===== config.mk =====
export PLATFORM = sky130hd
export DESIGN_NAME = psq_sequencer
export DESIGN_NICKNAME = d
export VERILOG_FILES = /design/src/core/psq_pkg.sv /design/src/core/psq_return_stack.sv /design/src/core/psq_table_addr.sv /design/src/core/psq_sequencer.sv
export SDC_FILE = /design/constraint.sdc
export NUM_CORES = 1
export LEC_CHECK = 0
export BUFFER_PORTS_ARGS = -buffer_cell sky130_fd_sc_hd__buf_2
export CAP_MARGIN = 20
export CELL_PAD_IN_SITES_DETAIL_PLACEMENT = 2
export CELL_PAD_IN_SITES_GLOBAL_PLACEMENT = 2
export CORE_MARGIN = 1.5
export CORE_UTILIZATION = 25
export DETAILED_ROUTE_END_ITERATION = 8
export HOLD_SLACK_MARGIN = 0.05
export PLACE_DENSITY_LB_ADDON = 0.1
export SLEW_MARGIN = 15
export SYNTH_ARGS = -nofsm -noshare
export SYNTH_HDL_FRONTEND = slang
export SYNTH_HIERARCHICAL = 1
export SYNTH_SLANG_ARGS = --single-unit

===== constraint.sdc =====
create_clock -name clk_sys -period 2.7 [get_ports clk_sys]
set_clock_uncertainty 0.15 [all_clocks]
set_input_delay 0.405 -clock clk_sys [delete_from_list [all_inputs] [get_ports clk_sys]]
set_output_delay 0.405 -clock clk_sys [all_outputs]
set_load 0.02 [all_outputs]

===== src/core/psq_pkg.sv =====
// Package with constants and types for the program sequencer.
package psq_pkg;

  // ----------------------------------------------------------------
  // Widths and depths
  // ----------------------------------------------------------------
  localparam int PSQ_PC_W = 12;
  localparam int PSQ_WORD_W = 15;
  localparam int PSQ_STACK_DEPTH = 6;
  localparam int PSQ_LVL_W = 3;

  // ----------------------------------------------------------------
  // Vectors and register offsets
  // ----------------------------------------------------------------
  localparam logic [11:0] PSQ_VEC_RESET = 12'h000;
  localparam logic [11:0] PSQ_VEC_SERIAL = 12'h004;
  localparam logic [11:0] PSQ_VEC_TIMER = 12'h008;
  localparam logic [11:0] PSQ_VEC_EXT = 12'h00C;
  localparam logic [3:0] PSQ_LAST_PAGE = 4'hF;
  localparam logic [7:0] PSQ_OFS_TBL_LOW = 8'h07;
  localparam logic [7:0] PSQ_OFS_TBL_HIGH = 8'h08;
  localparam logic [7:0] PSQ_OFS_TBL_PAGE = 8'h1F;
  localparam logic [7:0] PSQ_RST_TBL_LOW = 8'h00;
  localparam logic [7:0] PSQ_RST_TBL_HIGH = 8'h00;
  localparam logic [7:0] PSQ_RST_TBL_PAGE = 8'h00;
  localparam logic [2:0] PSQ_RST_LEVEL = 3'h0;

  // ----------------------------------------------------------------
  // Types
  // ----------------------------------------------------------------
  typedef enum logic [2:0] {
    PSQ_IRQ_SERIAL = 3'b001,
    PSQ_IRQ_TIMER = 3'b010,
    PSQ_IRQ_EXT = 3'b100
  } psq_irq_t;

  typedef enum logic [3:0] {
    PSQ_ST_RUN = 4'b0001,
    PSQ_ST_DUMMY = 4'b0010,
    PSQ_ST_TABLE = 4'b0100,
    PSQ_ST_IDLE = 4'b1000
  } psq_state_t;

  // One instruction cycle of decoded sequencing commands.
  typedef struct packed {
    logic exec;
    logic jump;
    logic call;
    logic ret;
    logic interrupt_return_instr;
    logic skip;
    logic pcl_wr;
    logic tab_cur;
    logic tab_last;
    logic [11:0] target;
  } psq_cmd_t;

  // Data-memory style register port.
  typedef struct packed {
    logic wr;
    logic [7:0] addr;
    logic [7:0] wdata;
  } psq_reg_req_t;

endpackage : psq_pkg


===== src/core/psq_return_stack.sv =====
// Six-entry return stack holding program counter values only.
`timescale 1ns/1ps
module psq_return_stack (
  input wire logic clk_sys,
  input wire logic rst_n,
  input wire logic push,
  input wire logic pop,
  input wire logic [11:0] push_val,
  output logic [11:0] top_val,
  output logic full
);

  typedef struct packed {
    logic [2:0] level;
    logic [5:0][11:0] slot;
  } psq_stk_state_t;

  psq_stk_state_t st_q;
  psq_stk_state_t st_d;

  // ----------------------------------------------------------------
  // Stack update
  // ----------------------------------------------------------------
  // A push on a full stack still happens and overwrites the newest slot;
  // the overflow is silent, software has to avoid it.
  always_comb begin
    st_d = st_q;
    if (push) begin
      st_d.slot[(st_q.level == 3'd6) ? 3'd5 : st_q.level] = push_val;
      if (st_q.level != 3'd6) begin
        st_d.level = st_q.level + 3'd1;
      end
    end else if (pop && st_q.level != 3'd0) begin
      st_d.level = st_q.level - 3'd1;
    end
  end

  always_ff @(posedge clk_sys) begin
    if (!rst_n) begin
      st_q.level <= psq_pkg::PSQ_RST_LEVEL;
      st_q.slot <= '0;
    end else begin
      st_q <= st_d;
    end
  end

  // Level and contents are internal only; no register port exposes them.
  assign top_val = st_q.slot[(st_q.level == 3'd0) ? 3'd0 : st_q.level - 3'd1];
  assign full = (st_q.level == 3'd6);

  AST_LEVEL_BOUND: assert property (@(posedge clk_sys) disable iff (!rst_n)
    st_q.level <= 3'd6) else $error("stack level beyond six");

endmodule : psq_return_stack


===== src/core/psq_table_addr.sv =====
// Table read address former for current page and last page reads.
`timescale 1ns/1ps
module psq_table_addr (
  input wire logic page_ext_en,
  input wire logic last_page,
  input wire logic [3:0] pc_high,
  input wire logic [7:0] tbl_low,
  input wire logic [7:0] tbl_page,
  output logic [11:0] addr
);

  // ----------------------------------------------------------------
  // Address selection
  // ----------------------------------------------------------------
  always_comb begin
    if (last_page) begin
      addr = {psq_pkg::PSQ_LAST_PAGE, tbl_low};
    end else if (page_ext_en) begin
      addr = {tbl_page[3:0], tbl_low};
    end else begin
      addr = {pc_high, tbl_low};
    end
  end

endmodule : psq_table_addr


===== src/core/psq_sequencer.sv =====
// Program sequencer: program counter, return stack, vectors and table reads.
`timescale 1ns/1ps
//
// Contract
// - Six entry stack, hidden from software
// - Push PC on call and interrupt acknowledge
// - Return pops stack into PC
// - Reset empties the stack
// - Full stack latches request, defers acknowledge
// - Call on full stack still executes
// - Reset starts PC at 000H
// - Serial interrupt vectors to 004H
// - Timer overflow vectors to 008H
// - External falling edge vectors to 00CH
// - Low byte write keeps upper PC bits
// - Jump or call loads twelve-bit target
// - ALU result and status written back
// - Program memory 4096 by 15 words
// - Current page uses PC upper bits
// - Page extension uses page select low nibble
// - Last page read forces upper 1111
// - Low byte out, upper seven to high register
// - High register read-only, pointers read-write
// - Table read takes two cycles
// - PC advances by one per instruction
// - Branches insert one dummy cycle
// - Low byte jump stays in page
module psq_sequencer (
  input wire logic clk_sys,
  input wire logic rst_n,
  input wire psq_pkg::psq_cmd_t cmd,
  input wire psq_pkg::psq_reg_req_t reg_req,
  input wire logic [7:0] alu_result,
  input wire logic [7:0] alu_status,
  input wire logic alu_wr,
  input wire logic serial_done,
  input wire logic timer_ovf,
  input wire logic ext_int_n,
  input wire logic [2:0] irq_enable,
  input wire logic page_ext_en,
  input wire logic [14:0] pmem_rdata,
  output logic [11:0] pmem_addr,
  output logic [11:0] pc,
  output logic cycle_ready,
  output logic dummy_cycle,
  output logic irq_ack,
  output logic [11:0] irq_vector,
  output logic [2:0] irq_pending,
  output logic [7:0] reg_rdata,
  output logic tab_wr,
  output logic [7:0] tab_data,
  output logic [7:0] dest_data,
  output logic dest_wr,
  output logic [7:0] status_q
);

  typedef struct packed {
    psq_pkg::psq_state_t state;
    logic [11:0] pc;
    logic [11:0] pmem_addr;
    logic [7:0] tbl_low;
    logic [7:0] tbl_high;
    logic [7:0] tbl_page;
    logic [2:0] pend;
    logic ext_prev;
    logic cycle_ready;
    logic dummy;
    logic ack;
    logic [11:0] vector;
    logic [7:0] rdata;
    logic tab_wr;
    logic [7:0] tab_data;
    logic [7:0] dest_data;
    logic dest_wr;
    logic [7:0] status;
  } psq_seq_state_t;

  psq_seq_state_t s_q;
  psq_seq_state_t s_d;

  logic stk_push;
  logic stk_pop;
  logic [11:0] stk_push_val;
  logic [11:0] stk_top;
  logic stk_full;
  logic [11:0] tab_addr;
  logic [2:0] pend_now;
  logic take_irq;
  logic tbl_top_zero;

  // ----------------------------------------------------------------
  // Helpers
  // ----------------------------------------------------------------
  // Register read decode; unused offsets return zero.
  function automatic logic [7:0] reg_read(input logic [7:0] addr, input logic [7:0] lo,
                                          input logic [7:0] hi, input logic [7:0] pg);
    case (addr)
      psq_pkg::PSQ_OFS_TBL_LOW: reg_read = lo;
      psq_pkg::PSQ_OFS_TBL_HIGH: reg_read = hi;
      psq_pkg::PSQ_OFS_TBL_PAGE: reg_read = pg;
      default: reg_read = 8'h00;
    endcase
  endfunction : reg_read

  // Fixed priority: the lowest vector address wins.
  function automatic logic [2:0] lowest_first(input logic [2:0] req);
    if (req[0]) begin
      lowest_first = 3'b001;
    end else if (req[1]) begin
      lowest_first = 3'b010;
    end else begin
      lowest_first = {req[2], 2'b00};
    end
  endfunction : lowest_first

  // Vector of a one-hot grant.
  function automatic logic [11:0] vector_of(input logic [2:0] grant);
    case (grant)
      psq_pkg::PSQ_IRQ_SERIAL: vector_of = psq_pkg::PSQ_VEC_SERIAL;
      psq_pkg::PSQ_IRQ_TIMER: vector_of = psq_pkg::PSQ_VEC_TIMER;
      psq_pkg::PSQ_IRQ_EXT: vector_of = psq_pkg::PSQ_VEC_EXT;
      default: vector_of = psq_pkg::PSQ_VEC_RESET;
    endcase
  endfunction : vector_of

  // ----------------------------------------------------------------
  // Submodules
  // ----------------------------------------------------------------
  psq_return_stack u_stack (
    .clk_sys(clk_sys),
    .rst_n(rst_n),
    .push(stk_push),
    .pop(stk_pop),
    .push_val(stk_push_val),
    .top_val(stk_top),
    .full(stk_full)
  );

  psq_table_addr u_tab (
    .page_ext_en(page_ext_en),
    .last_page(cmd.tab_last),
    .pc_high(s_q.pc[11:8]),
    .tbl_low(s_q.tbl_low),
    .tbl_page(s_q.tbl_page),
    .addr(tab_addr)
  );

  // ----------------------------------------------------------------
  // Request latching and acknowledge
  // ----------------------------------------------------------------
  // Requests are latched even while the stack is full; only the acknowledge waits.
  assign pend_now = s_q.pend | {s_q.ext_prev & ~ext_int_n, timer_ovf, serial_done};
  assign take_irq = (s_q.state == psq_pkg::PSQ_ST_RUN) && cmd.exec
                    && |(pend_now & irq_enable) && !stk_full;

  // Stack controls; the interrupt push saves the current PC, a call pushes PC plus one.
  assign stk_push = take_irq || ((s_q.state == psq_pkg::PSQ_ST_RUN) && cmd.exec && cmd.call);
  assign stk_pop = (s_q.state == psq_pkg::PSQ_ST_RUN) && cmd.exec && !take_irq
                   && (cmd.ret || cmd.interrupt_return_instr);
  assign stk_push_val = take_irq ? s_q.pc : s_q.pc + 12'd1;

  // ----------------------------------------------------------------
  // Next state
  // ----------------------------------------------------------------
  // One pass per instruction cycle; a branch spends a dummy cycle while the
  // new target is fetched, so the decoder must hold off on cycle_ready low.
  always_comb begin
    s_d = s_q;
    s_d.ack = 1'b0;
    s_d.tab_wr = 1'b0;
    s_d.dest_wr = 1'b0;
    s_d.ext_prev = ext_int_n;
    s_d.pend = pend_now;
    s_d.rdata = reg_read(reg_req.addr, s_q.tbl_low, s_q.tbl_high, s_q.tbl_page);
    if (reg_req.wr && reg_req.addr == psq_pkg::PSQ_OFS_TBL_LOW) begin
      s_d.tbl_low = reg_req.wdata;
    end
    if (reg_req.wr && reg_req.addr == psq_pkg::PSQ_OFS_TBL_PAGE) begin
      s_d.tbl_page = reg_req.wdata;
    end
    if (alu_wr) begin
      s_d.dest_data = alu_result;
      s_d.dest_wr = 1'b1;
      s_d.status = alu_status;
    end
    case (s_q.state)
      psq_pkg::PSQ_ST_RUN: begin
        s_d.cycle_ready = 1'b1;
        s_d.dummy = 1'b0;
        if (cmd.exec) begin
          if (take_irq) begin
            s_d.ack = 1'b1;
            s_d.vector = vector_of(lowest_first(pend_now & irq_enable));
            s_d.pend = pend_now & ~lowest_first(pend_now & irq_enable);
            s_d.pc = s_d.vector;
            s_d.state = psq_pkg::PSQ_ST_DUMMY;
          end else if (cmd.jump || cmd.call) begin
            s_d.pc = cmd.target;
            s_d.state = psq_pkg::PSQ_ST_DUMMY;
          end else if (cmd.ret || cmd.interrupt_return_instr) begin
            s_d.pc = stk_top;
            s_d.state = psq_pkg::PSQ_ST_DUMMY;
          end else if (cmd.pcl_wr) begin
            s_d.pc = {s_q.pc[11:8], reg_req.wdata};
            s_d.state = psq_pkg::PSQ_ST_DUMMY;
          end else if (cmd.skip) begin
            s_d.pc = s_q.pc + 12'd2;
            s_d.state = psq_pkg::PSQ_ST_DUMMY;
          end else if (cmd.tab_cur || cmd.tab_last) begin
            s_d.pmem_addr = tab_addr;
            s_d.state = psq_pkg::PSQ_ST_TABLE;
          end else begin
            s_d.pc = s_q.pc + 12'd1;
          end
          if (s_d.state != psq_pkg::PSQ_ST_RUN) begin
            s_d.cycle_ready = 1'b0;
            s_d.dummy = (s_d.state == psq_pkg::PSQ_ST_DUMMY);
          end
          if (s_d.state != psq_pkg::PSQ_ST_TABLE) begin
            s_d.pmem_addr = s_d.pc;
          end
        end
      end
      psq_pkg::PSQ_ST_TABLE: begin
        // Second cycle of a table read: the word is now on the memory bus.
        s_d.tab_data = pmem_rdata[7:0];
        s_d.tbl_high = {1'b0, pmem_rdata[14:8]};
        s_d.tab_wr = 1'b1;
        s_d.pc = s_q.pc + 12'd1;
        s_d.pmem_addr = s_d.pc;
        s_d.cycle_ready = 1'b1;
        s_d.state = psq_pkg::PSQ_ST_RUN;
      end
      psq_pkg::PSQ_ST_DUMMY: begin
        s_d.dummy = 1'b0;
        s_d.cycle_ready = 1'b1;
        s_d.state = psq_pkg::PSQ_ST_RUN;
      end
      default: begin
        s_d.pc = psq_pkg::PSQ_VEC_RESET;
        s_d.pmem_addr = psq_pkg::PSQ_VEC_RESET;
        s_d.cycle_ready = 1'b1;
        s_d.state = psq_pkg::PSQ_ST_RUN;
      end
    endcase
  end

  // ----------------------------------------------------------------
  // State register
  // ----------------------------------------------------------------
  always_ff @(posedge clk_sys) begin
    if (!rst_n) begin
      s_q <= '0;
      s_q.state <= psq_pkg::PSQ_ST_IDLE;
      s_q.pc <= psq_pkg::PSQ_VEC_RESET;
      s_q.pmem_addr <= psq_pkg::PSQ_VEC_RESET;
      s_q.tbl_low <= psq_pkg::PSQ_RST_TBL_LOW;
      s_q.tbl_high <= psq_pkg::PSQ_RST_TBL_HIGH;
      s_q.tbl_page <= psq_pkg::PSQ_RST_TBL_PAGE;
      s_q.ext_prev <= 1'b1;
    end else begin
      s_q <= s_d;
    end
  end

  assign pmem_addr = s_q.pmem_addr;
  assign pc = s_q.pc;
  assign cycle_ready = s_q.cycle_ready;
  assign dummy_cycle = s_q.dummy;
  assign irq_ack = s_q.ack;
  assign irq_vector = s_q.vector;
  assign irq_pending = s_q.pend;
  assign reg_rdata = s_q.rdata;
  assign tab_wr = s_q.tab_wr;
  assign tab_data = s_q.tab_data;
  assign dest_data = s_q.dest_data;
  assign dest_wr = s_q.dest_wr;
  assign status_q = s_q.status;

  // ----------------------------------------------------------------
  // Assertions
  // ----------------------------------------------------------------
  AST_RESET_PC: assert property (@(posedge clk_sys)
    !rst_n |=> pc == 12'h000) else $error("pc not zero after reset");
  AST_FULL_NO_ACK: assert property (@(posedge clk_sys) disable iff (!rst_n)
    stk_full && cmd.exec |=> !irq_ack) else $error("ack while stack full");
  AST_ACK_VECTOR: assert property (@(posedge clk_sys) disable iff (!rst_n)
    irq_ack |-> pc == irq_vector && (irq_vector == 12'h004 || irq_vector == 12'h008
    || irq_vector == 12'h00C)) else $error("bad vector");
  AST_SERIAL_FIRST: assert property (@(posedge clk_sys) disable iff (!rst_n)
    take_irq && pend_now[0] && irq_enable[0] |=> irq_vector == 12'h004)
    else $error("serial not first");
  AST_JUMP_TARGET: assert property (@(posedge clk_sys) disable iff (!rst_n)
    s_q.state == psq_pkg::PSQ_ST_RUN && cmd.exec && cmd.jump && !take_irq
    |=> pc == $past(cmd.target) && dummy_cycle ##1 cycle_ready) else $error("jump wrong");
  AST_PCL_PAGE: assert property (@(posedge clk_sys) disable iff (!rst_n)
    s_q.state == psq_pkg::PSQ_ST_RUN && cmd.exec && cmd.pcl_wr && !take_irq && !cmd.jump
    && !cmd.call && !cmd.ret && !cmd.interrupt_return_instr |=> pc[11:8] == $past(pc[11:8]))
    else $error("pcl write left page");
  AST_SKIP_TWO: assert property (@(posedge clk_sys) disable iff (!rst_n)
    s_q.state == psq_pkg::PSQ_ST_RUN && cmd.exec && cmd.skip && !take_irq && !cmd.jump
    && !cmd.call && !cmd.ret && !cmd.interrupt_return_instr && !cmd.pcl_wr
    |=> pc == $past(pc) + 12'd2 && dummy_cycle) else $error("skip wrong");
  AST_TABLE_TWO: assert property (@(posedge clk_sys) disable iff (!rst_n)
    s_q.state == psq_pkg::PSQ_ST_TABLE |=> tab_wr && cycle_ready && tbl_top_zero)
    else $error("table read not two cycles");
  AST_LAST_PAGE: assert property (@(posedge clk_sys) disable iff (!rst_n)
    cmd.tab_last |-> tab_addr[11:8] == 4'hF) else $error("last page address");

  // The spare top bit of the high register must never be set by a table read.
  assign tbl_top_zero = !s_q.tbl_high[7];

  COV_IRQ: cover property (@(posedge clk_sys) disable iff (!rst_n) irq_ack);
  COV_TABLE: cover property (@(posedge clk_sys) disable iff (!rst_n) tab_wr);
  COV_FULL_WAIT: cover property (@(posedge clk_sys) disable iff (!rst_n)
    stk_full && |(pend_now & irq_enable) ##[1:20] irq_ack);

endmodule : psq_sequencer


# Word-level counts from Yosys, hierarchy flattened
# Cells that the tools add are included.
[classes]
n_eq_ne = 22
add_sub_neg = 4
mux = 49
n_bitwise = 7
n_reduce_logical = 27
magnitude_cmp = 3
[ops]
columns = ["cell", "count"]
rows = [
  ["two-way mux 12 bit", 13],
  ["two-way mux 16 bit", 7],
  ["bitwise mux 72 bit", 1],
  ["one-hot mux 24 bit (3 select lines)", 1],
  ["two-way mux 3 bit", 13],
  ["binary-select mux 12 bit (select 3 bit)", 1],
  ["demux 12 bit (select 3 bit)", 1],
  ["two-way mux 28 bit", 1],
  ["one-hot mux 8 bit (3 select lines)", 1],
  ["two-way mux 9 bit", 2],
  ["two-way mux 15 bit", 1],
  ["inequality test 3 x 2 -> 1 bit (second input constant)", 5],
  ["two-way mux 13 bit", 1],
  ["adder 12 x 1 -> 12 bit (second input constant)", 1],
  ["adder 12 x 2 -> 12 bit (second input constant)", 1],
  ["one-hot mux 4 bit (3 select lines)", 1],
  ["logical AND 1 bit", 10],
  ["== test 4 x 2 -> 1 bit (second input constant)", 2],
  ["== test 8 x 3 -> 1 bit (second input constant)", 1],
  ["== test 8 x 4 -> 1 bit (second input constant)", 1],
  ["== test 8 x 5 -> 1 bit (second input constant)", 1],
  ["less-than comparator 3 x 4 -> 1 bit (second input constant)", 2],
  ["two-way mux 4 bit", 2],
  ["AND reduction 8 bit", 1],
  ["30 further kinds", 41],
]
[totals]
inputBits = 79
word_cells = 138
output_inout_bits = 76
regBits = 179

# Depth between registers and ports, before layout
# Gate-level depths: netlist (run 1).
[logic_depth]
word_depth = 19
mapped_depth = 15
depth_no_buf = 13

# Hierarchy
# Netlist (run 1), hierarchy kept.
[by_module_without_submodules]
columns = ["mod", "instances", "area_each_um2", "cells_each"]
rows = [
  ["psq_sequencer", 1, 5482.8, 698],
  ["psq_return_stack", 1, 3567.2, 406],
  ["psq_table_addr", 1, 122.6, 16],
]

# Worst setup path before layout (run 1)
# No wires, ideal clock.
[synth_timing]
path_kind = "register -> register"
from = "register u_stack/st_q[72] in the netlist's numbering"
to = "register, netlist name pmem_addr[3]"
slack_ns = -0.119
t_arrival_ns = 2.550
stages_incl_launch_ff = 15
setup_time_ns = 0.119
path_cell_list = "dfxtp_1 > buf_2 > inv_1 > ha_1 > buf_2 > buf_2 > mux2_2 > a32oi_1 > a22oi_1 > o21a_1 > a311oi_1 > nand3b_1 > o211ai_1 > nand2_1 > o221a_1"
[synth_via]
elab_chain_cells = 12
[synth_rtl]
columns = ["item", "line_no", "source"]
rows = [
  ["start: declaration", "psq_return_stack.sv:18", "psq_stk_state_t st_q;"],
  ["start signal: assignment", "psq_return_stack.sv:43", "st_q <= st_d;"],
  ["subtractor 3 x 1 -> 3 bit / logical NOT 3 bit (equally long branches)", "psq_return_stack.sv:48", "assign top_val = st_q.slot[(st_q.level == 3'd0) ? 3'd0 : st_q.level - 3'd1];"],
  ["two-way mux 3 bit *", "psq_return_stack.sv:48", ""],
  ["binary-select mux 12 bit (select 3 bit) *", "psq_return_stack.sv:48", ""],
  ["two-way mux 12 bit *", "psq_return_stack.sv:48", ""],
  ["via stk_top[3]", "psq_sequencer.sv:84", "logic [11:0] stk_top;"],
  ["two-way mux 16 bit *", "psq_sequencer.sv:200", "end else if (cmd.ret || cmd.interrupt_return_instr) begin"],
  ["two-way mux 16 bit *", "psq_sequencer.sv:197", "end else if (cmd.jump || cmd.call) begin"],
  ["two-way mux 16 bit *", "psq_sequencer.sv:191", "if (take_irq) begin"],
  ["two-way mux 16 bit *", "psq_sequencer.sv:190", "if (cmd.exec) begin"],
  ["two-way mux 16 bit *", "psq_sequencer.sv:186", "case (s_q.state)"],
  ["two-way mux 12 bit *", "psq_sequencer.sv:219", "if (s_d.state != psq_pkg::PSQ_ST_TABLE) begin"],
  ["two-way mux 28 bit *", "psq_sequencer.sv:190", ""],
  ["one-hot mux 24 bit (3 select lines) *", "psq_sequencer.sv:186", ""],
]
# The timed path passes the listed nets; every way through them passes the cells marked *. The select of a mux whose other input is x is not followed.
# A chain may end at the register's enable or synchronous reset.

# Worst setup path in the final report (run 1)
[layout_timing]
from = "register u_stack/st_q[73] in the netlist's numbering"
to = "register, netlist name pmem_addr[11]"
[layout_via]
elab_chain_cells = 12
[layout_rtl]
columns = ["item", "line_no"]
rows = [
  ["subtractor 3 x 1 -> 3 bit / logical NOT 3 bit (equally long branches)", "psq_return_stack.sv:48"],
  ["two-way mux 3 bit *", "psq_return_stack.sv:48"],
  ["binary-select mux 12 bit (select 3 bit) *", "psq_return_stack.sv:48"],
  ["two-way mux 12 bit *", "psq_return_stack.sv:48"],
  ["via stk_top[11]", "psq_sequencer.sv:84"],
  ["two-way mux 16 bit *", "psq_sequencer.sv:200"],
  ["two-way mux 16 bit *", "psq_sequencer.sv:197"],
  ["two-way mux 16 bit *", "psq_sequencer.sv:191"],
  ["two-way mux 16 bit *", "psq_sequencer.sv:190"],
  ["two-way mux 16 bit *", "psq_sequencer.sv:186"],
  ["two-way mux 12 bit *", "psq_sequencer.sv:219"],
  ["two-way mux 28 bit *", "psq_sequencer.sv:190"],
  ["one-hot mux 24 bit (3 select lines) *", "psq_sequencer.sv:186"],
]
# Marks and branches as above.

==> results.py, run 1 <==
metrics = {
    "status": {
        "status": "completed",
    },
    "synthesis": {
        "yosysWarnings": 6,
        "synth_fa_ha_area_share_pct": 0.955,
        "ys_ff_latch": 169,
        "synthCells": 1120,
        "synthMuxAreaShare_pct": 6.27,
        "synth_compound_area_share_pct": 21.5,
        "synth_top_family_by_area": "compound AO/OA/AOI/OAI gates",
        "avgSynthCellArea_um2": 8.19,
        "yosysTopAreaCellShare_pct": 36.9,
        "synth_area_leader_cell": "dfxtp_1",
        "synth_most_common_cell": "nand2_1",
        "synthArstFlopShare_pct": 0,
        "synth_commonest_cells": "nand2_1, dfxtp_1, buf_4",
        "synth_cell_type_count": 77,
        "synth-edff-count": 0,
        "synthXorXnorAreaFrac_pct": 2.48,
        "synthSimpleGateAreaFrac_pct": 21.0,
        "synth_top_flop_cell": "dfxtp_1",
        "yosys-top-cells-area": "dfxtp_1, nand2_1, buf_4",
        "syn-cell-area_mm2": 0.00917,
        "ys_seq_area_share_pct": 36.9,
    },
    "route": {
        "postRouteAntennaNets": 0,
        "vias": 8723,
        "drc": 0,
        "drt_wl_total_um": 36100,
        "routedWlPerCell_um": 20.5,
        "drtPass1Iterations": 6,
        "drt_iter0_markers": 388,
        "via_per_inst": 4.94,
    },
    "worst_setup_path": {
        "critPathKind": "flop to flop",
        "critPathSlowestCell": "dfxtp_2",
        "cp_max_fo": 6,
        "critical-path-max-stage-delay_ns": 0.34,
        "worstPathArrival_ns": 2.79,
        "path_cells": "inv_2 -> ha_4 -> buf_12 -> buf_4 -> mux2_2 -> a32oi_1 -> a22oi_1 -> o21bai_1 -> o311a_1 -> a21oi_1 -> a211o_1 -> and3_1 -> o21ai_1",
        "start_kind": "flop",
        "r2r_slack_ns": 0.10,
        "end_kind": "flop",
        "worstPathRequired_ns": 2.89,
    },
    "placement": {
        "dpl_worst_slack_ns": -0.263,
        "postPlaceCellArea_mm2": 0.0106,
        "dp_hpwl_um": 26900,
        "place_congestion": 0.775,
        "io_buffers": 144,
    },
    "grt": {
        "grtUsageTotal_pct": 19.0,
        "grt_pass1_wl_um": 55200,
        "antenna_found_initial": 1,
        "gr-total-overflow": 0,
        "grt_max_degree": 55,
        "grt_pass1_vias": 9270,
    },
    "power": {
        "power_density_mw_per_mm2": 494,
        "ir_drop_mv": 0.466,
        "leakagePower_nw": 4.78,
    },
    "floorplan": {
        "num_rows": 69,
        "fp.dieH_um": 195,
        "die_area_mm2": 0.0378,
        "die_x_um": 195,
        "start_util_pct": 25.6,
        "core_mm2": 0.0358,
        "io_pins": 155,
    },
    "sta": {
        "slew_violations": 0,
        "hold_viol_final": 0,
        "period_needed_ns": 2.60,
        "rsz0062_at_grt": "yes",
        "fin_crit_sh_pct": 96.2,
        "setup_violations": 0,
        "max_freq_mhz": 385,
        "worst_hold_slack_ns": 0.0699,
        "tightest_slew_ns": 0.976,
        "setup_ws_ns": 0.103,
        "slew_headroom_pct": 34.4,
    },
    "clock_network": {
        "clk_transition_reported_paths_ns": 0.07,
        "cts_tree": "built",
        "htreeDepth": 4,
        "clk_path_buf_depth": 2,
        "cts_buffers": 17,
        "clock_sinks": 169,
        "clock_latency_ns": 0.45,
        "cts_root_buf": "clkbuf_16",
    },
    "final_layout": {
        "stdcell_area_mm2": 0.0118,
        "drive_above_1_share_pct": 28.6,
        "nets": 1376,
        "synthToLayoutAreaGrowth_pct": 28.3,
    },
    "job": {
        "max_cap_viol_count": 0,
    },
    "min_path": {
        "hold_path_class": "input port to flop",
    },
}
path summary, 6_finish.rpt:
| path | endpoint | startpoint | depth (start not counted) |
|---|---|---|---|
| worst min register to register | tab_data[6] | tab_data[6] | 2 |
| worst min-delay path | s_q[61] | pmem_rdata[8] | 3 |
| worst max register to register | pmem_addr[11] | u_stack/st_q[73] | 13 |
| worst max-delay path | pmem_addr[11] | u_stack/st_q[73] | 13 |
critical path, delay by kind of cell, from the launching register on:
kind | cells | cell delay (ns)
buf+inv | 3 | 0.29
simple gates | 1 | 0.16
mux | 1 | 0.32
fa+ha+maj | 1 | 0.28
compound gates | 7 | 0.93
flops | 1 | 0.34
power by group:
part,total [mW],switching (mW),leakage [nW],internal [mW]
sequential,2.55,0.0233,1.37,2.53
combinational,0.716,0.416,3.14,0.300
clock,2.54,1.05,0.277,1.50
sequential cells by signal, indices dropped and copies added (netlist names):
signal and count:
dest_data 8, s_q 28, irq_pending 3, pmem_addr 12, reg_rdata 8, irq_ack 1
cycle_ready 1, status_q 8, irq_vector 2, u_stack/st_q 75, tab_data 8, dest_wr 1
pc 12, dummy_cycle 1, tab_wr 1
layer usage:
metal / share of wire (%) / vias up / GRT usage (%)
met5: 0 / - / 0
met3: 3.6 / 29 / 3.11
li1: - / 4201 / -
met4: 1.4 / 0 / 5.35
met2: 47 / 158 / 31.4
met1: 48 / 4335 / 25.3
metrics by stage:
stage / setup TNS (ns) / cells / util [%] / total power, mW
floorplan: 0 / 1129 / - / 2.96
global placement: -2.04 / 1692 / 29.5 / 3.23
detailed placement: -2.47 / 1692 / 29.5 / 3.24
CTS: -0.000676 / 1758 / 32.2 / 5.87
global route: -0.144 / 1763 / 32.8 / 6.06
finish: 0 / 1765 / 32.9 / 5.81
cell families after synthesis:
| family | after synthesis |
|---|---|
| AOI/OAI and AO/OA | 278 |
| adders and majority gates | 7 |
| DFF | 169 |
| muxes | 56 |
| other | 1 |
| buffers and inverters | 169 |
| xor gates and xnor gates | 26 |
| and+or+nand+nor | 414 |
cell type report:
cell class | instances | area (µm²)
Fill cell | 4101 | 24100
Multi-Input combinational cell | 791 | 5070
Sequential cell | 169 | 3390
Timing Repair Buffer | 300 | 2100
Tap cell | 461 | 577
Clock buffer | 24 | 472
Clock inverter | 7 | 118
Inverter | 11 | 43.8
Antenna cell | 2 | 5.00
cell usage in the layout (no fill, tap or decap), drive strengths merged, types with 11 or more instances in the layout:
cell type / synthesis / routed
buf: 108 / 267
a32oi: 12 / 12
inv: 10 / 11
nor2b: 34 / 34
dfxtp: 169 / 169
dlygate4sd3: 0 / 33
a21oi: 66 / 66
a22oi: 32 / 32
clkbuf: 50 / 24
o21ai: 24 / 24
mux2: 12 / 12
nand3: 29 / 29
a21boi: 49 / 49
nor3: 23 / 23
mux2i: 44 / 44
nor2: 75 / 75
a211oi: 11 / 11
xnor2: 19 / 19
nand2: 197 / 197
repair_timing:
item                                    4_1_cts  5_1_grt
resized for setup                            10       50
hold buffers                                 33        0
cloned                                        0        2
endpoints found under the setup margin       26       30
pin swaps                                     3       20
buffers inserted                              2        3
hold endpoints to repair                     33        0
(Power assumes the default switching activity.)
==> run 2, diff against run 1 <==
clock period = 2.8 ns   (was 2.7 ns; I/O delays follow)
==> results.py, run 2 (same netlist as run 1, synthesis figures left out) <==
metrics = {
    "worst_setup_path": {
        "cp_max_fo": 8,
        "path_cells": "inv_2 -> ha_4 -> buf_6 -> nor2_4 -> buf_6 -> buf_4 -> a32oi_2 -> a22oi_2 -> o21a_1 -> a311oi_1 -> nand3b_1 -> o211ai_1 -> nand2_1 -> o221a_1",
        "end_kind": "flop",
        "critPathSlowestCell": "ha_4",
        "worstPathRequired_ns": 3.00,
        "critPathKind": "flop to flop",
        "cp_common_cell": "buf_6",
        "worstPathArrival_ns": 2.95,
        "start_kind": "flop",
        "critical-path-max-stage-delay_ns": 0.35,
        "reg2regPathDepth": 14,
    },
    "route": {
        "via_per_inst": 4.94,
        "drc": 0,
        "drtPass1Iterations": 5,
        "vias": 8712,
        "drt_wl_total_um": 36100,
        "drt_iter0_markers": 410,
        "postRouteAntennaNets": 0,
        "routedWlPerCell_um": 20.4,
    },
    "floorplan": {
        "core_mm2": 0.0358,
        "die_x_um": 195,
        "start_util_pct": 25.6,
        "fp.dieH_um": 195,
        "num_rows": 69,
        "io_pins": 155,
        "die_area_mm2": 0.0378,
    },
    "grt": {
        "grt_pass1_wl_um": 55900,
        "antenna_found_initial": 2,
        "grt_pass1_vias": 9238,
        "grt_max_degree": 84,
        "grtUsageTotal_pct": 19.2,
        "gr-total-overflow": 0,
    },
    "job": {
        "max_cap_viol_count": 0,
    },
    "power": {
        "comb_power_share_pct": 12.1,
        "intPower_mw": 3.96,
        "power_mw": 5.50,
        "power_density_mw_per_mm2": 475,
        "power_frac_clock_pct": 43.2,
        "seq_power_share_pct": 44.7,
        "swShare_pct": 28.1,
        "leakagePower_nw": 4.71,
        "p_sw_mw": 1.54,
        "ir_drop_mv": 0.417,
    },
    "status": {
        "status": "completed",
    },
    "placement": {
        "io_buffers": 144,
        "dpl_worst_slack_ns": -0.214,
        "place_congestion": 0.807,
        "dp_hpwl_um": 27300,
    },
    "final_layout": {
        "top_register": "u_stack/st_q",
        "nets": 1376,
        "layout_common_cells": "nand2_1, dfxtp_1, buf_2",
        "layout.cells.most_common": "nand2_1",
        "largest_reg_flops": 75,
        "synthToLayoutAreaGrowth_pct": 26.3,
        "drive_above_1_share_pct": 27.9,
        "reg.largest.list": "u_stack/st_q: 75 flops, s_q: 28 flops",
    },
    "sta": {
        "setup_ws_ns": 0.0462,
        "period_needed_ns": 2.75,
        "max_freq_mhz": 363,
        "setup_violations": 0,
        "hold_viol_final": 0,
        "slew_headroom_pct": 35.7,
        "slew_violations": 0,
        "worst_hold_slack_ns": 0.0642,
        "tightest_slew_ns": 0.957,
        "fin_crit_sh_pct": 98.4,
    },
    "clock_network": {
        "clock_latency_ns": 0.46,
        "cts_root_buf": "clkbuf_16",
        "clk_transition_reported_paths_ns": 0.07,
        "htreeDepth": 4,
        "cts_buffers": 17,
        "clock_sinks": 169,
        "clk_path_buf_depth": 2,
        "cts_tree": "built",
    },
    "min_path": {
        "hold_path_class": "input port to flop",
        "hold_depth": 3,
    },
}
## run 2: cell count changes in the layout (fill, tap and decap cells not counted), sizes merged
cell	delta
clkinv	+7
clkbuf	-7
dlygate4sd3	-2
diode	-1
clkinvlp	-2
buf	+2
inv	+5
bufinv	-2
## run 2: cell type report
| cell class | instances | area, µm² |
|---|---|---|
| fill | 4069 | 24200 |
| inverter | 11 | 41.3 |
| clock inverter | 15 | 143 |
| antenna | 1 | 2.50 |
| tap | 461 | 577 |
| sequential | 169 | 3390 |
| timing repair buffer | 300 | 2050 |
| clock buffer | 17 | 425 |
| multi-input combinational | 791 | 4960 |
## run 2: power groups by stage
stage                     logic, mW  registers [mW]  clock network (mW)
after floorplan               0.346            2.51                   0
after global placement        0.596            2.51                   0
after detailed placement      0.601            2.51                   0
after CTS                     0.644            2.46                2.47
after global routing          0.721            2.46                2.56
final                         0.666            2.46                2.38
## run 2: path summary, 6_finish.rpt
| kind | from | end | slack, ns |
|---|---|---|---|
| worst max-delay path | u_stack/st_q[72] | pmem_addr[3] | 0.05 |
| worst min-delay path | alu_result[4] | dest_data[4] | 0.06 |
| worst max register to register | u_stack/st_q[72] | pmem_addr[3] | 0.05 |
| worst min register to register | tab_data[7] | tab_data[7] | 0.31 |
## run 2: worst max-delay path: cells and delay by family (launching register included)
family	cells	cell delay (ns)
flip-flops	1	0.34
AND/OR/NAND/NOR	3	0.27
buffers and inverters	4	0.44
AO/OA/AOI/OAI	6	1.09
adder cells (fa/ha/maj)	1	0.35
## run 2: what timing repair did
action | CTS | global route
pin swaps | 0 | 13
hold buffers | 31 | 0
endpoints found under the hold margin | 31 | 0
resized for setup | 6 | 27
endpoints found under the setup margin | 11 | 45
setup buffers | 0 | 7
## run 2: per-stage QoR
step                      cell area (µm²)  TNS [ns]  util [%]  std cells
final                               11600         0      32.3       1765
after global placement              10500    -0.319      29.4       1694
after detailed placement            10500    -0.853      29.4       1694
after floorplan                      9210         0         -       1129
after CTS                           11400         0      31.9       1757
after global routing                11600   -0.0712      32.3       1765
## run 2: per-layer routing
metal / vias to the layer above / global-route usage, % / wire (µm)
met2: 151 / 31.8 / 16900
met1: 4335 / 25.6 / 17200
met5: - / 0 / 8
met3: 28 / 3.33 / 1470
met4: 2 / 5.09 / 471
li1: 4196 / - / -
==> run 3, diff against run 2 <==
==> constraint.sdc (replaced) <==
create_clock -name clk_sys -period 2.8 [get_ports clk_sys]
set_clock_uncertainty 0.15 [all_clocks]
set_input_delay 0.56 -clock clk_sys [delete_from_list [all_inputs] [get_ports clk_sys]]
set_output_delay 0.56 -clock clk_sys [all_outputs]
set_load 0.02 [all_outputs]
==> results.py, run 3 (same netlist as run 1, synthesis figures left out) <==
metrics = {
    "sta": {
        "slew_headroom_pct": 36.8,
        "rsz0062_at_grt": "yes",
        "period_needed_ns": 2.72,
        "slew_violations": 0,
        "hold_viol_final": 0,
        "tightest_slew_ns": 0.941,
        "fin_tns_setup_ns": 0,
        "max_freq_mhz": 367,
        "fin_crit_sh_pct": 97.2,
        "setup_violations": 0,
    },
    "clock_network": {
        "cts_tree": "built",
        "clk_path_buf_depth": 2,
        "cts_buffers": 17,
        "clock_latency_ns": 0.45,
        "clk_transition_reported_paths_ns": 0.07,
        "htreeDepth": 4,
        "clock_sinks": 169,
        "cts_root_buf": "clkbuf_16",
        "holdBufCountCts": 0,
    },
    "final_layout": {
        "layout.cells.most_common": "nand2_1",
        "stdcell_area_mm2": 0.0113,
        "reg.largest.list": "u_stack/st_q: 75 flops, s_q: 28 flops",
        "top_register": "u_stack/st_q",
        "synthToLayoutAreaGrowth_pct": 23.3,
        "drive_above_1_share_pct": 27.7,
        "nets": 1339,
        "nFillCells": 4082,
        "register_area_mm2": 0.00338,
        "fin_util_pct": 31.6,
        "multi_input_area_mm2": 0.00495,
        "largest_reg_flops": 75,
        "layout_common_cells": "nand2_1, dfxtp_1, buf_2",
    },
    "worst_setup_path": {
        "rr_startpoint": "u_stack/st_q[72]",
        "r2r_slack_ns": 0.08,
        "worstPathRequired_ns": 2.98,
        "reg2regPathDepth": 11,
        "critPathKind": "flop to flop",
        "cp_max_fo": 6,
        "start_kind": "flop",
        "end_kind": "flop",
        "worstPathArrival_ns": 2.90,
        "r2r-end": "pmem_addr[0]",
    },
    "grt": {
        "grtUsageTotal_pct": 19.0,
        "grt_pass1_wl_um": 55300,
        "gr-total-overflow": 0,
        "grt_pass1_vias": 9221,
        "antenna_found_initial": 3,
        "grt_max_degree": 60,
    },
    "route": {
        "routedWlPerCell_um": 20.4,
        "drc": 0,
        "drt_iter0_markers": 370,
        "vias": 8595,
        "drt_wl_total_um": 35300,
        "postRouteAntennaNets": 0,
        "drtPass1Iterations": 5,
        "via_per_inst": 4.97,
    },
    "power": {
        "ir_drop_mv": 0.424,
        "power_mw": 5.65,
        "power_density_mw_per_mm2": 500,
        "leakagePower_nw": 4.56,
    },
    "min_path": {
        "hold_depth": 2,
        "worstHoldEndpoint": "irq_pending[1]",
        "hold_path.startpoint": "irq_enable[1]",
        "hold_path_class": "input port to flop",
    },
    "floorplan": {
        "die_area_mm2": 0.0378,
        "core_mm2": 0.0358,
        "num_rows": 69,
        "io_pins": 155,
        "die_x_um": 195,
        "fp.dieH_um": 195,
        "start_util_pct": 25.6,
    },
    "placement": {
        "postPlaceCellArea_mm2": 0.0106,
        "io_buffers": 144,
        "dp_hpwl_um": 27100,
        "place_congestion": 0.769,
    },
    "job": {
        "max_cap_viol_count": 0,
    },
    "status": {
        "status": "completed",
    },
}
run 3: changes by cell type in the layout (fill, tap and decap cells not counted), sizes merged:
| cell | previous run | this run |
|---|---|---|
| dlygate4sd3 | 31 | 0 |
| buf | 269 | 263 |
| clkinv | 8 | 5 |
| bufinv | 1 | 3 |
| clkbuf | 17 | 19 |
| inv | 16 | 15 |
run 3: power by group:
group,internal [mW],switching (mW),total (mW),leakage (nW)
Clock,1.46,1.11,2.57,0.305
Sequential,2.44,0.0223,2.46,1.37
Combinational,0.248,0.378,0.626,2.89
Total,4.15,1.51,5.65,4.56
run 3: layout make-up:
cell class,count,area share (%)
Multi-Input combinational cell,791,43.8
Sequential cell,169,29.9
Timing Repair Buffer,263,15.3
Tap cell,461,5.10
Clock buffer,19,4.01
Clock inverter,13,1.46
Inverter,11,0.365
Antenna cell,1,0.0221
run 3: how the worst max path moves through the flow:
stage	startpoint	to	slack, ns	depth (start not counted)
2_1_floorplan	cmd[20]	u_stack/st_q[56]	-0.01	11
5_1_grt	u_stack/st_q[73]	pmem_addr[0]	-0.04	11
4_1_cts	u_stack/st_q[72]	pmem_addr[11]	-0.004	13
3_3_place_gp	u_stack/st_q[72]	pc[1]	-0.09	12
6_report	u_stack/st_q[72]	pmem_addr[0]	0.08	11
3_5_place_dp	u_stack/st_q[72]	pc[1]	-0.18	12
run 3: metal layers:
metal / GRT usage, % / wire length, µm / vias up
li1: - / - / 4109
met1: 25.9 / 17200 / 4318
met2: 31.1 / 16400 / 136
met4: 4.77 / 425 / 4
met3: 3.35 / 1300 / 28
met5: 0 / 20 / -
run 3: what timing repair did:
item                       CTS  global route
resized for setup            7            12
pin swaps                    1             3
setup endpoints to repair   11            27
setup buffers                0             0
cloned                       0             0
run 3: per-stage QoR:
stage / std cells / hold slack, ns / setup WS [ns]
finish: 1728 / 0.156 / 0.0788
floorplan: 1129 / 0.286 / -0.0114
global route: 1727 / 0.141 / -0.0365
detailed placement: 1695 / 0.302 / -0.184
CTS: 1727 / 0.131 / -0.00433
global placement: 1695 / 0.289 / -0.0884
run 3: critical path, cell delays in order, from the launching register on:
cell and delay [ns]:
dfxtp_1 0.34, inv_1 0.09, ha_4 0.32, buf_4 0.16, mux2_2 0.33, a32oi_1 0.23
a22oi_1 0.15, a21oi_1 0.17, o21ai_0 0.17, a31oi_1 0.25, and3_1 0.20, a211oi_2 0.04
